$ cat config.mk
export PLATFORM = sky130hd
export DESIGN_NAME = suspend_power_off_sequencer
export DESIGN_NICKNAME = d
export VERILOG_FILES = /design/src/hdl/spo_pkg.sv /design/src/hdl/pin_sync.sv /design/src/hdl/suspend_power_off_sequencer.sv
export SDC_FILE = /design/constraint.sdc
export NUM_CORES = 1
export LEC_CHECK = 0
export BUFFER_PORTS_ARGS = -buffer_cell sky130_fd_sc_hd__clkbuf_2
export CAP_MARGIN = 20
export CORE_UTILIZATION = 55
export CTS_BUF_LIST = sky130_fd_sc_hd__clkbuf_4 sky130_fd_sc_hd__clkbuf_8 sky130_fd_sc_hd__clkbuf_16
export CTS_CLUSTER_SIZE = 10
export DETAILED_ROUTE_END_ITERATION = 7
export GPL_TIMING_DRIVEN = 1
export PLACE_DENSITY = 0.76
export SETUP_SLACK_MARGIN = 0.3
export SLEW_MARGIN = 15
export SYNTH_ARGS = -nofsm -noshare
export SYNTH_HDL_FRONTEND = slang
export SYNTH_HIERARCHICAL = 1
export SYNTH_SLANG_ARGS = --single-unit
$ cat constraint.sdc
create_clock -name core_clk_i -period 2.8 [get_ports core_clk_i]
set_input_delay 0 -clock core_clk_i [delete_from_list [all_inputs] [get_ports core_clk_i]]
set_output_delay 0 -clock core_clk_i [all_outputs]
set_load 0.03 [all_outputs]
$ cat src/hdl/spo_pkg.sv
// Purpose: constants for the suspend power-off sequencer
// Assumes: core clock of 125 MHz
// Notes: times are kept in their own unit, cycle counts derived
package spo_pkg;
    localparam int unsigned CLK_HZ = 125000000;
    localparam int unsigned HOLD_MS = 1000;
    localparam int unsigned WARN_MIN = 10;
    // one second rounds down to whole cycles (longest-time rule)
    localparam longint unsigned HOLD_CYC = longint'(CLK_HZ) * HOLD_MS / 1000;
    localparam longint unsigned WARN_CYC = longint'(CLK_HZ) * 60 * WARN_MIN;
    localparam int CNT_W = 40;
    localparam int APO_W = 32;
    localparam int CAUSE_W = 3;
    localparam logic [CAUSE_W-1:0] CAUSE_NONE = 3'h0;
    localparam logic [CAUSE_W-1:0] CAUSE_SWITCH = 3'h1;
    localparam logic [CAUSE_W-1:0] CAUSE_IDLE = 3'h2;
    localparam logic [CAUSE_W-1:0] CAUSE_SOFT = 3'h3;
    localparam logic [CAUSE_W-1:0] CAUSE_WARN = 3'h4;
    localparam logic [CAUSE_W-1:0] CAUSE_DEAD = 3'h5;
    localparam logic [CAUSE_W-1:0] CAUSE_RESET = 3'h6;
    localparam logic [APO_W-1:0] APO_RESET = 32'h0EE6B280;
    typedef enum logic [5:0] {
        ST_RUN = 6'h01,
        ST_NOTIFY = 6'h02,
        ST_SAVE = 6'h04,
        ST_CRIT = 6'h08,
        ST_OFF = 6'h10,
        ST_RESTART = 6'h20
    } seq_state_t;
endpackage : spo_pkg

$ cat src/hdl/pin_sync.sv
// Purpose: three-flop synchroniser with agreement filter for a pin
// Assumes: pin is asynchronous to core_clk_i
// Notes: first flop is read only by the second
`timescale 1ns/1ps
module pin_sync (
    input wire logic core_clk_i,
    input wire logic rst_n_i,
    input wire logic pin_i,
    output logic level_o
);
    logic s1;
    logic s2;
    logic s3;
    // shift chain, then accept a change once stages two and three agree
    always_ff @(posedge core_clk_i) begin
        if (!rst_n_i) begin
            s1 <= 1'b0;
            s2 <= 1'b0;
            s3 <= 1'b0;
            level_o <= 1'b0;
        end else begin
            s1 <= pin_i;
            s2 <= s1;
            s3 <= s2;
            if (s2 == s3) begin
                level_o <= s3;
            end
        end
    end
endmodule : pin_sync

$ cat src/hdl/suspend_power_off_sequencer.sv
// Purpose: picks normal or critical suspend from the active off cause
// Assumes: one 125 MHz clock, pins synchronised here, host logic on clock
// Notes: host acknowledges the notice with suspend_ack_i
`timescale 1ns/1ps
module suspend_power_off_sequencer
    import spo_pkg::*;
#(
    parameter longint unsigned HOLD_CYCLES = HOLD_CYC,
    parameter longint unsigned WARN_CYCLES = WARN_CYC
) (
    input wire logic core_clk_i,
    input wire logic rst_n_i,
    input wire logic power_switch_i,
    input wire logic reset_switch_i,
    input wire logic key_i,
    input wire logic touch_i,
    input wire logic main_battery_warning_level_i,
    input wire logic main_battery_dead_level_i,
    input wire logic soft_off_req_i,
    input wire logic apo_we_i,
    input wire logic [APO_W-1:0] apo_period_i,
    input wire logic suspend_ack_i,
    input wire logic resume_i,
    output logic suspend_req_o,
    output logic [CAUSE_W-1:0] suspend_cause_o,
    output logic save_full_o,
    output logic save_essential_o,
    output logic main_power_o,
    output logic retain_power_o,
    output logic buzzer_o,
    output logic key_enable_o,
    output logic key_o,
    output logic critical_flag_o,
    output logic maint_boot_o
);
    ////////////////////////////////////////////////////////////////////
    logic sw;
    logic rst_sw;
    logic key_s;
    logic touch_s;
    logic warn_s;
    logic dead_s;
    logic sw_d;
    seq_state_t state;
    seq_state_t next_state;
    logic [CNT_W-1:0] hold_cnt;
    logic [CNT_W-1:0] lock_cnt;
    logic [CNT_W-1:0] warn_cnt;
    logic [APO_W-1:0] idle_cnt;
    logic [APO_W-1:0] apo_period;
    logic [CAUSE_W-1:0] cause;
    logic crit_mem;
    logic maint_mem;

    // pin synchronisers
    pin_sync u_sw (.core_clk_i(core_clk_i), .rst_n_i(rst_n_i),
        .pin_i(power_switch_i), .level_o(sw));
    pin_sync u_rs (.core_clk_i(core_clk_i), .rst_n_i(rst_n_i),
        .pin_i(reset_switch_i), .level_o(rst_sw));
    pin_sync u_key (.core_clk_i(core_clk_i), .rst_n_i(rst_n_i),
        .pin_i(key_i), .level_o(key_s));
    pin_sync u_tp (.core_clk_i(core_clk_i), .rst_n_i(rst_n_i),
        .pin_i(touch_i), .level_o(touch_s));
    pin_sync u_wl (.core_clk_i(core_clk_i), .rst_n_i(rst_n_i),
        .pin_i(main_battery_warning_level_i), .level_o(warn_s));
    pin_sync u_dl (.core_clk_i(core_clk_i), .rst_n_i(rst_n_i),
        .pin_i(main_battery_dead_level_i), .level_o(dead_s));

    ////////////////////////////////////////////////////////////////////
    // event decode
    wire running = (state == ST_RUN);
    wire sw_press = sw && !sw_d;
    wire locked = (lock_cnt != '0);
    // a key seen on the very press edge is already inside the lockout
    wire activity = (key_s && !locked && !sw_press) || touch_s;
    // dead only meaningful under the warning level
    wire dead_evt = dead_s && warn_s;
    wire hold_done = (hold_cnt >= CNT_W'(HOLD_CYCLES));
    wire warn_done = (warn_cnt >= CNT_W'(WARN_CYCLES));
    wire idle_done = (apo_period != '0) && (idle_cnt >= apo_period);
    wire [CAUSE_W-1:0] normal_cause =
        hold_done ? CAUSE_SWITCH :
        soft_off_req_i ? CAUSE_SOFT :
        warn_done ? CAUSE_WARN :
        idle_done ? CAUSE_IDLE : CAUSE_NONE;

    // next state; reset switch takes over any state but ST_RESTART, dead battery any but ST_OFF, ST_RESTART and ST_CRIT
    always_comb begin
        next_state = state;
        unique case (state)
            ST_RUN: begin
                if (normal_cause != CAUSE_NONE) begin
                    next_state = ST_NOTIFY;
                end
            end
            ST_NOTIFY: begin
                if (suspend_ack_i) begin
                    next_state = ST_SAVE;
                end
            end
            ST_SAVE: next_state = ST_OFF;
            ST_CRIT: next_state = ST_OFF;
            ST_OFF, ST_RESTART: begin
                if (resume_i) begin
                    next_state = ST_RUN;
                end
            end
        endcase
        if (dead_evt && state != ST_OFF && state != ST_RESTART
            && state != ST_CRIT) begin
            next_state = ST_CRIT;
        end
        if (rst_sw && state != ST_RESTART) begin
            next_state = ST_RESTART;
        end
    end

    ////////////////////////////////////////////////////////////////////
    // state and cause
    always_ff @(posedge core_clk_i) begin
        if (!rst_n_i) begin
            state <= ST_RUN;
            cause <= CAUSE_NONE;
            sw_d <= 1'b0;
        end else begin
            state <= next_state;
            sw_d <= sw;
            if (running && next_state == ST_NOTIFY) begin
                cause <= normal_cause;
            end else if (next_state == ST_CRIT && state != ST_CRIT) begin
                cause <= CAUSE_DEAD;
            end else if (next_state == ST_RESTART) begin
                cause <= CAUSE_RESET;
            end
        end
    end

    // switch hold timer, cleared on release
    always_ff @(posedge core_clk_i) begin
        if (!rst_n_i || !sw || !running) begin
            hold_cnt <= '0;
        end else if (!hold_done) begin
            hold_cnt <= hold_cnt + CNT_W'(1);
        end
    end

    // key lockout after each press
    always_ff @(posedge core_clk_i) begin
        if (!rst_n_i) begin
            lock_cnt <= '0;
        end else if (sw_press) begin
            lock_cnt <= CNT_W'(HOLD_CYCLES);
        end else if (locked) begin
            lock_cnt <= lock_cnt - CNT_W'(1);
        end
    end

    // warning timer, cleared when battery recovers
    always_ff @(posedge core_clk_i) begin
        if (!rst_n_i || !warn_s || !running) begin
            warn_cnt <= '0;
        end else if (!warn_done) begin
            warn_cnt <= warn_cnt + CNT_W'(1);
        end
    end

    // inactivity period setting and idle count
    always_ff @(posedge core_clk_i) begin
        if (!rst_n_i) begin
            apo_period <= APO_RESET;
        end else if (apo_we_i) begin
            apo_period <= apo_period_i;
        end
    end
    always_ff @(posedge core_clk_i) begin
        if (!rst_n_i || activity || !running || apo_we_i) begin
            idle_cnt <= '0;
        end else if (!idle_done) begin
            idle_cnt <= idle_cnt + APO_W'(1);
        end
    end

    // resume indications kept across the off state
    always_ff @(posedge core_clk_i) begin
        if (!rst_n_i) begin
            crit_mem <= 1'b0;
            maint_mem <= 1'b0;
        end else if (state == ST_RUN && next_state != ST_RUN) begin
            crit_mem <= (next_state == ST_CRIT);
            maint_mem <= (next_state == ST_RESTART);
        end else if (state != ST_RUN && next_state != ST_RUN) begin
            if (next_state == ST_RESTART) begin
                maint_mem <= 1'b1;
                crit_mem <= 1'b0;
            end else if (next_state == ST_CRIT) begin
                crit_mem <= 1'b1;
            end
        end
    end

    // registered outputs
    always_ff @(posedge core_clk_i) begin
        if (!rst_n_i) begin
            key_o <= 1'b0;
            suspend_cause_o <= CAUSE_NONE;
        end else begin
            key_o <= key_s && !locked && !sw_press && running;
            suspend_cause_o <= (next_state == ST_NOTIFY) ?
                ((state == ST_RUN) ? normal_cause : cause) : CAUSE_NONE;
        end
    end

    ////////////////////////////////////////////////////////////////////
    // output decode
    assign suspend_req_o = (state == ST_NOTIFY);
    assign save_full_o = (state == ST_SAVE);
    assign save_essential_o = (state == ST_CRIT);
    assign main_power_o = (state == ST_RUN) || (state == ST_NOTIFY)
        || (state == ST_SAVE);
    assign retain_power_o = (state != ST_RESTART);
    assign buzzer_o = warn_s && running;
    assign key_enable_o = !locked;
    assign critical_flag_o = crit_mem && (state == ST_RUN);
    assign maint_boot_o = maint_mem;
endmodule : suspend_power_off_sequencer
==> metrics.md <==
| Metric | Value |
|---|---|
| Result of the run | `finished with violations` |
| Failing checks | `setup timing` |
| Clock tree from TritonCTS | `done` |
| Pins over their slew limit | `0` |
| Hold Path Class | `primary input to flop` |
| Final WS setup | `-193 ps` |
| Cell with the most instances after synthesis | `sky130_fd_sc_hd__dfxtp_1` |
| Number of vias per cell | `6.21` |
| Overall routing resource usage | `0.290` |
| Period Utilization, post-route | `1.07` |
| Depth of the CTS H-tree | `1` |
| Crit path kind | `flop to flop` |
| Setup violation total in the final timing report | `60` |
| First-iteration detailed-routing DRC count | `923` |
| Crit-path leading delay family | `simple AND/OR/NAND/NOR gates` |
| Number of warnings reported in the yosys synthesis log | `6` |
| Min Hold Slack | `154 ps` |
| Clock-pin slew reported for the worst setup and hold paths after clock tree synthesis | `60 ps` |
| Final Wtd Congestion | `0.853` |
| Number of enable flip-flop cells after synthesis | `0` |
| Leakage component of the power | `5.37 nW` |
| Cell seen most often among critical-path stages | `sky130_fd_sc_hd__buf_6` |
| Cell variety after synth | `55` |
| Share of async-settable or async-resettable flops after synthesis | `0` |
| Die height | `139 microns` |
| Number of buffers created by CTS | `26` |
| Synthesized net count | `around 1300` |
| Number of filler instances in the final layout | `roughly 1000` |
| Area share of the largest cell type after synthesis | `0.436` |
| Number of global-route vias before repair | `~9600` |
| Data arrival at the endpoint of the critical path | `3400 ps` |
| Std-Cell Core Area | `18100 sq um` |
| Clk Latency, worst-skew pair | `approximately 530 ps` |
| Max VDD drop | `1.00 mV` |
| Count of antenna diodes in the layout | `0` |
| Worst path cell trace | `buf_4 -> nor4_2 -> nand4_1 -> o21ai_1 -> o22ai_2 -> buf_6 -> nor4_4 -> buf_6 -> nand3_1 -> xor2_1 -> nor2_4` |
| Port bufs | `56` |
| Syn avg cell area | `8.58 sq um` |
| Setup repair after global routing missed its margin | `yes` |
| Total congestion overflow after global routing | `0` |
| Die extent in x | `around 140 microns` |
| Hold path startpoint | `apo_we_i` |
| Buf/Inv on CP | `3` |
| Cell type contributing the most total cell area after synthesis | `sky130_fd_sc_hd__dfxtp_1` |
| Detailed-placement wirelength estimate | `about 16 mm` |
| Top cell types by occurrence after synthesis | `sky130_fd_sc_hd__dfxtp_1 (224), sky130_fd_sc_hd__nor2_1 (168), sky130_fd_sc_hd__nand2_1 (92), sky130_fd_sc_hd__xor2_1 (81), sky130_fd_sc_hd__nand3_1 (55)` |
| Highest achievable clock rate | `334 MHz` |
| Routed WL | `33.2 mm` |
| Avg WL per Cell | `a little over 20 microns` |
| Maximum fanout along the worst path | `7` |
| Flop and latch count out of synthesis | `224` |
| Area growth from synthesis to layout | `37.0%` |
| Cell area power density | `760 nW/um^2` |
| First-pass detailed-route iteration total | `5` |
| Delay of the slowest cell on the worst path | `510 ps` |
| Max-Cap Viols | `0` |
| Clock tree root buffer cell | `sky130_fd_sc_hd__clkbuf_16` |
| Top-Level Pins | `57` |
| Residual DRC | `0` |
| Total placed instance area | `around 11000 sq um` |
| Synth top area cells | `sky130_fd_sc_hd__dfxtp_1 (44%), sky130_fd_sc_hd__xor2_1 (6.9%), sky130_fd_sc_hd__nor2_1 (6.1%)` |
| Standard cell with the maximum stage delay on the critical path | `sky130_fd_sc_hd__nor4_2` |
| Number of placement rows | `between 40 and 50` |
| Antenna-violating nets left | `0` |
| Maximum number of pins on one net before global-route repair | `46` |
| Critical path launch point type | `flop` |
| Total number of vias | `between 10000 and 15000` |
| Worst-Margin Slew | `796 ps` |
| Starting utilization of the core area | `0.566` |
| Relative slew margins | `0.466` |
| Post-Layout Inst Area | `14100 sq um` |
| Layout cells sized above 1 | `0.279` |
| Die Footprint | `19200 sq um` |
| Seq/Total Area, Yosys | `0.436` |
| Fin nets | `1472` |
| Post-layout minimum cycle time | `approximately 3000 ps` |
| Crit path required time | `approximately 3200 ps` |
| Worst Clk Skew | `25.1 ps` |
| Worst setup startpoint | `apo_period[1]` |
| Clock tree buffer depth | `3` |
| Synthesized cell area | `10300 sq um` |
| Mapped Cells | `roughly 1200` |
| Wire length of the first global-routing pass | `46.3 mm` |
| Number of failing hold endpoints at the final stage | `0` |
| Worst flop-to-flop path startpoint | `apo_period[1]` |
| # clock sinks | `224` |
| Synth Flop Type | `sky130_fd_sc_hd__dfxtp_1` |
| Critical Path Sink Type | `flop` |
| Initial antenna violation count | `0` |
## worst paths after layout
check	endpoint	slack (ps)	cells past startpoint
worst max-delay path	idle_cnt[16]	-190	11
worst min-delay path	idle_cnt[0]	150	5
worst max register to register	idle_cnt[16]	-190	11
worst min register to register	u_wl/s2	430	1
## layer usage
metal | wire [microns] | vias to the layer above | GRT usage
li1 | - | 4539 | -
met1 | 12500 | 4814 | 0.351
met2 | 16500 | 506 | 0.505
met3 | 2190 | 207 | 0.0487
met4 | 1960 | 0 | 0.137
met5 | 0 | - | 0
## layout by cell type, fill, tap and decap left out, types with 40 or more instances in the layout
| cell type | count |
|---|---|
| sky130_fd_sc_hd__clkbuf_2 | 55 |
| sky130_fd_sc_hd__xor2_1 | 74 |
| sky130_fd_sc_hd__nor2_1 | 131 |
| sky130_fd_sc_hd__nand2_1 | 87 |
| sky130_fd_sc_hd__dfxtp_1 | 209 |
| sky130_fd_sc_hd__buf_4 | 63 |
| sky130_fd_sc_hd__dlygate4sd3_1 | 42 |
| sky130_fd_sc_hd__a21oi_1 | 40 |
| sky130_fd_sc_hd__and2_1 | 43 |
| sky130_fd_sc_hd__inv_1 | 50 |
| sky130_fd_sc_hd__nand3_1 | 42 |
## worst min-delay path, stage by stage
cell and delay [ps]:
sky130_fd_sc_hd__clkbuf_2 140, sky130_fd_sc_hd__or4_4 200, sky130_fd_sc_hd__buf_6 110, sky130_fd_sc_hd__buf_12 150, sky130_fd_sc_hd__nor2_4 40
## report_power, final
part	internal, W	leakage (nW)	total (W)	switching, W
sequential	0.00344	1.83	0.00371	0.000273
clock	0.00177	0.356	0.00303	0.00127
combinational	0.00187	3.19	0.00395	0.00208
total	0.00708	5.37	0.0107	0.00362
## kinds of logic (layout without fill, tap and decap cells)
kind of cell | after synthesis | after routing | synth area share
AND/OR/NAND/NOR | 553 | 553 | 0.274
adder cells (fa/ha/maj) | 38 | 38 | 0.0463
flip-flops | 224 | 224 | 0.436
XOR/XNOR | 118 | 118 | 0.101
buffers and inverters | 97 | 292 | 0.0357
multiplexers | 19 | 19 | 0.0185
AO/OA/AOI/OAI | 149 | 149 | 0.0887
## sequential cells by signal, indices dropped and copies added (netlist names), 3 cells and up
name	cells
hold_cnt	40
idle_cnt	32
cause	3
warn_cnt	40
apo_period	32
lock_cnt	40
suspend_cause_o	3
state	6
## area by class of cell
| cell class | count | area, sq um | area share |
|---|---|---|---|
| inverter | 52 | 195 | 0.0139 |
| clock buffer | 31 | 718 | 0.0510 |
| tap | 229 | 287 | 0.0204 |
| sequential | 224 | 4510 | 0.320 |
| timing repair buffer | 209 | 1820 | 0.129 |
| multi-input combinational | 877 | 6550 | 0.465 |
## stage by stage
step,util,instances,TNS [ps],total power [W],worst slack (ps)
final,0.776,1622,-5450,0.0107,-193
after global routing,0.776,1622,-12050,0.0111,-325
after CTS,0.724,1593,-352,0.00961,-39.3
after detailed placement,0.619,1491,-301,0.00587,-96.0
after global placement,0.619,1491,-141,0.00582,-84.0
after floorplan,-,1198,-173,0.00527,-173
## what timing repair did
action | 4_1_cts | 5_1_grt
pin swaps | 41 | 95
setup endpoints to repair | 73 | 114
gates cloned | 4 | 2
hold buffers | 42 | 0
hold endpoints to repair | 46 | 0
gates resized for setup | 88 | 178
buffers inserted | 25 | 27
(Power assumes the default switching activity.)
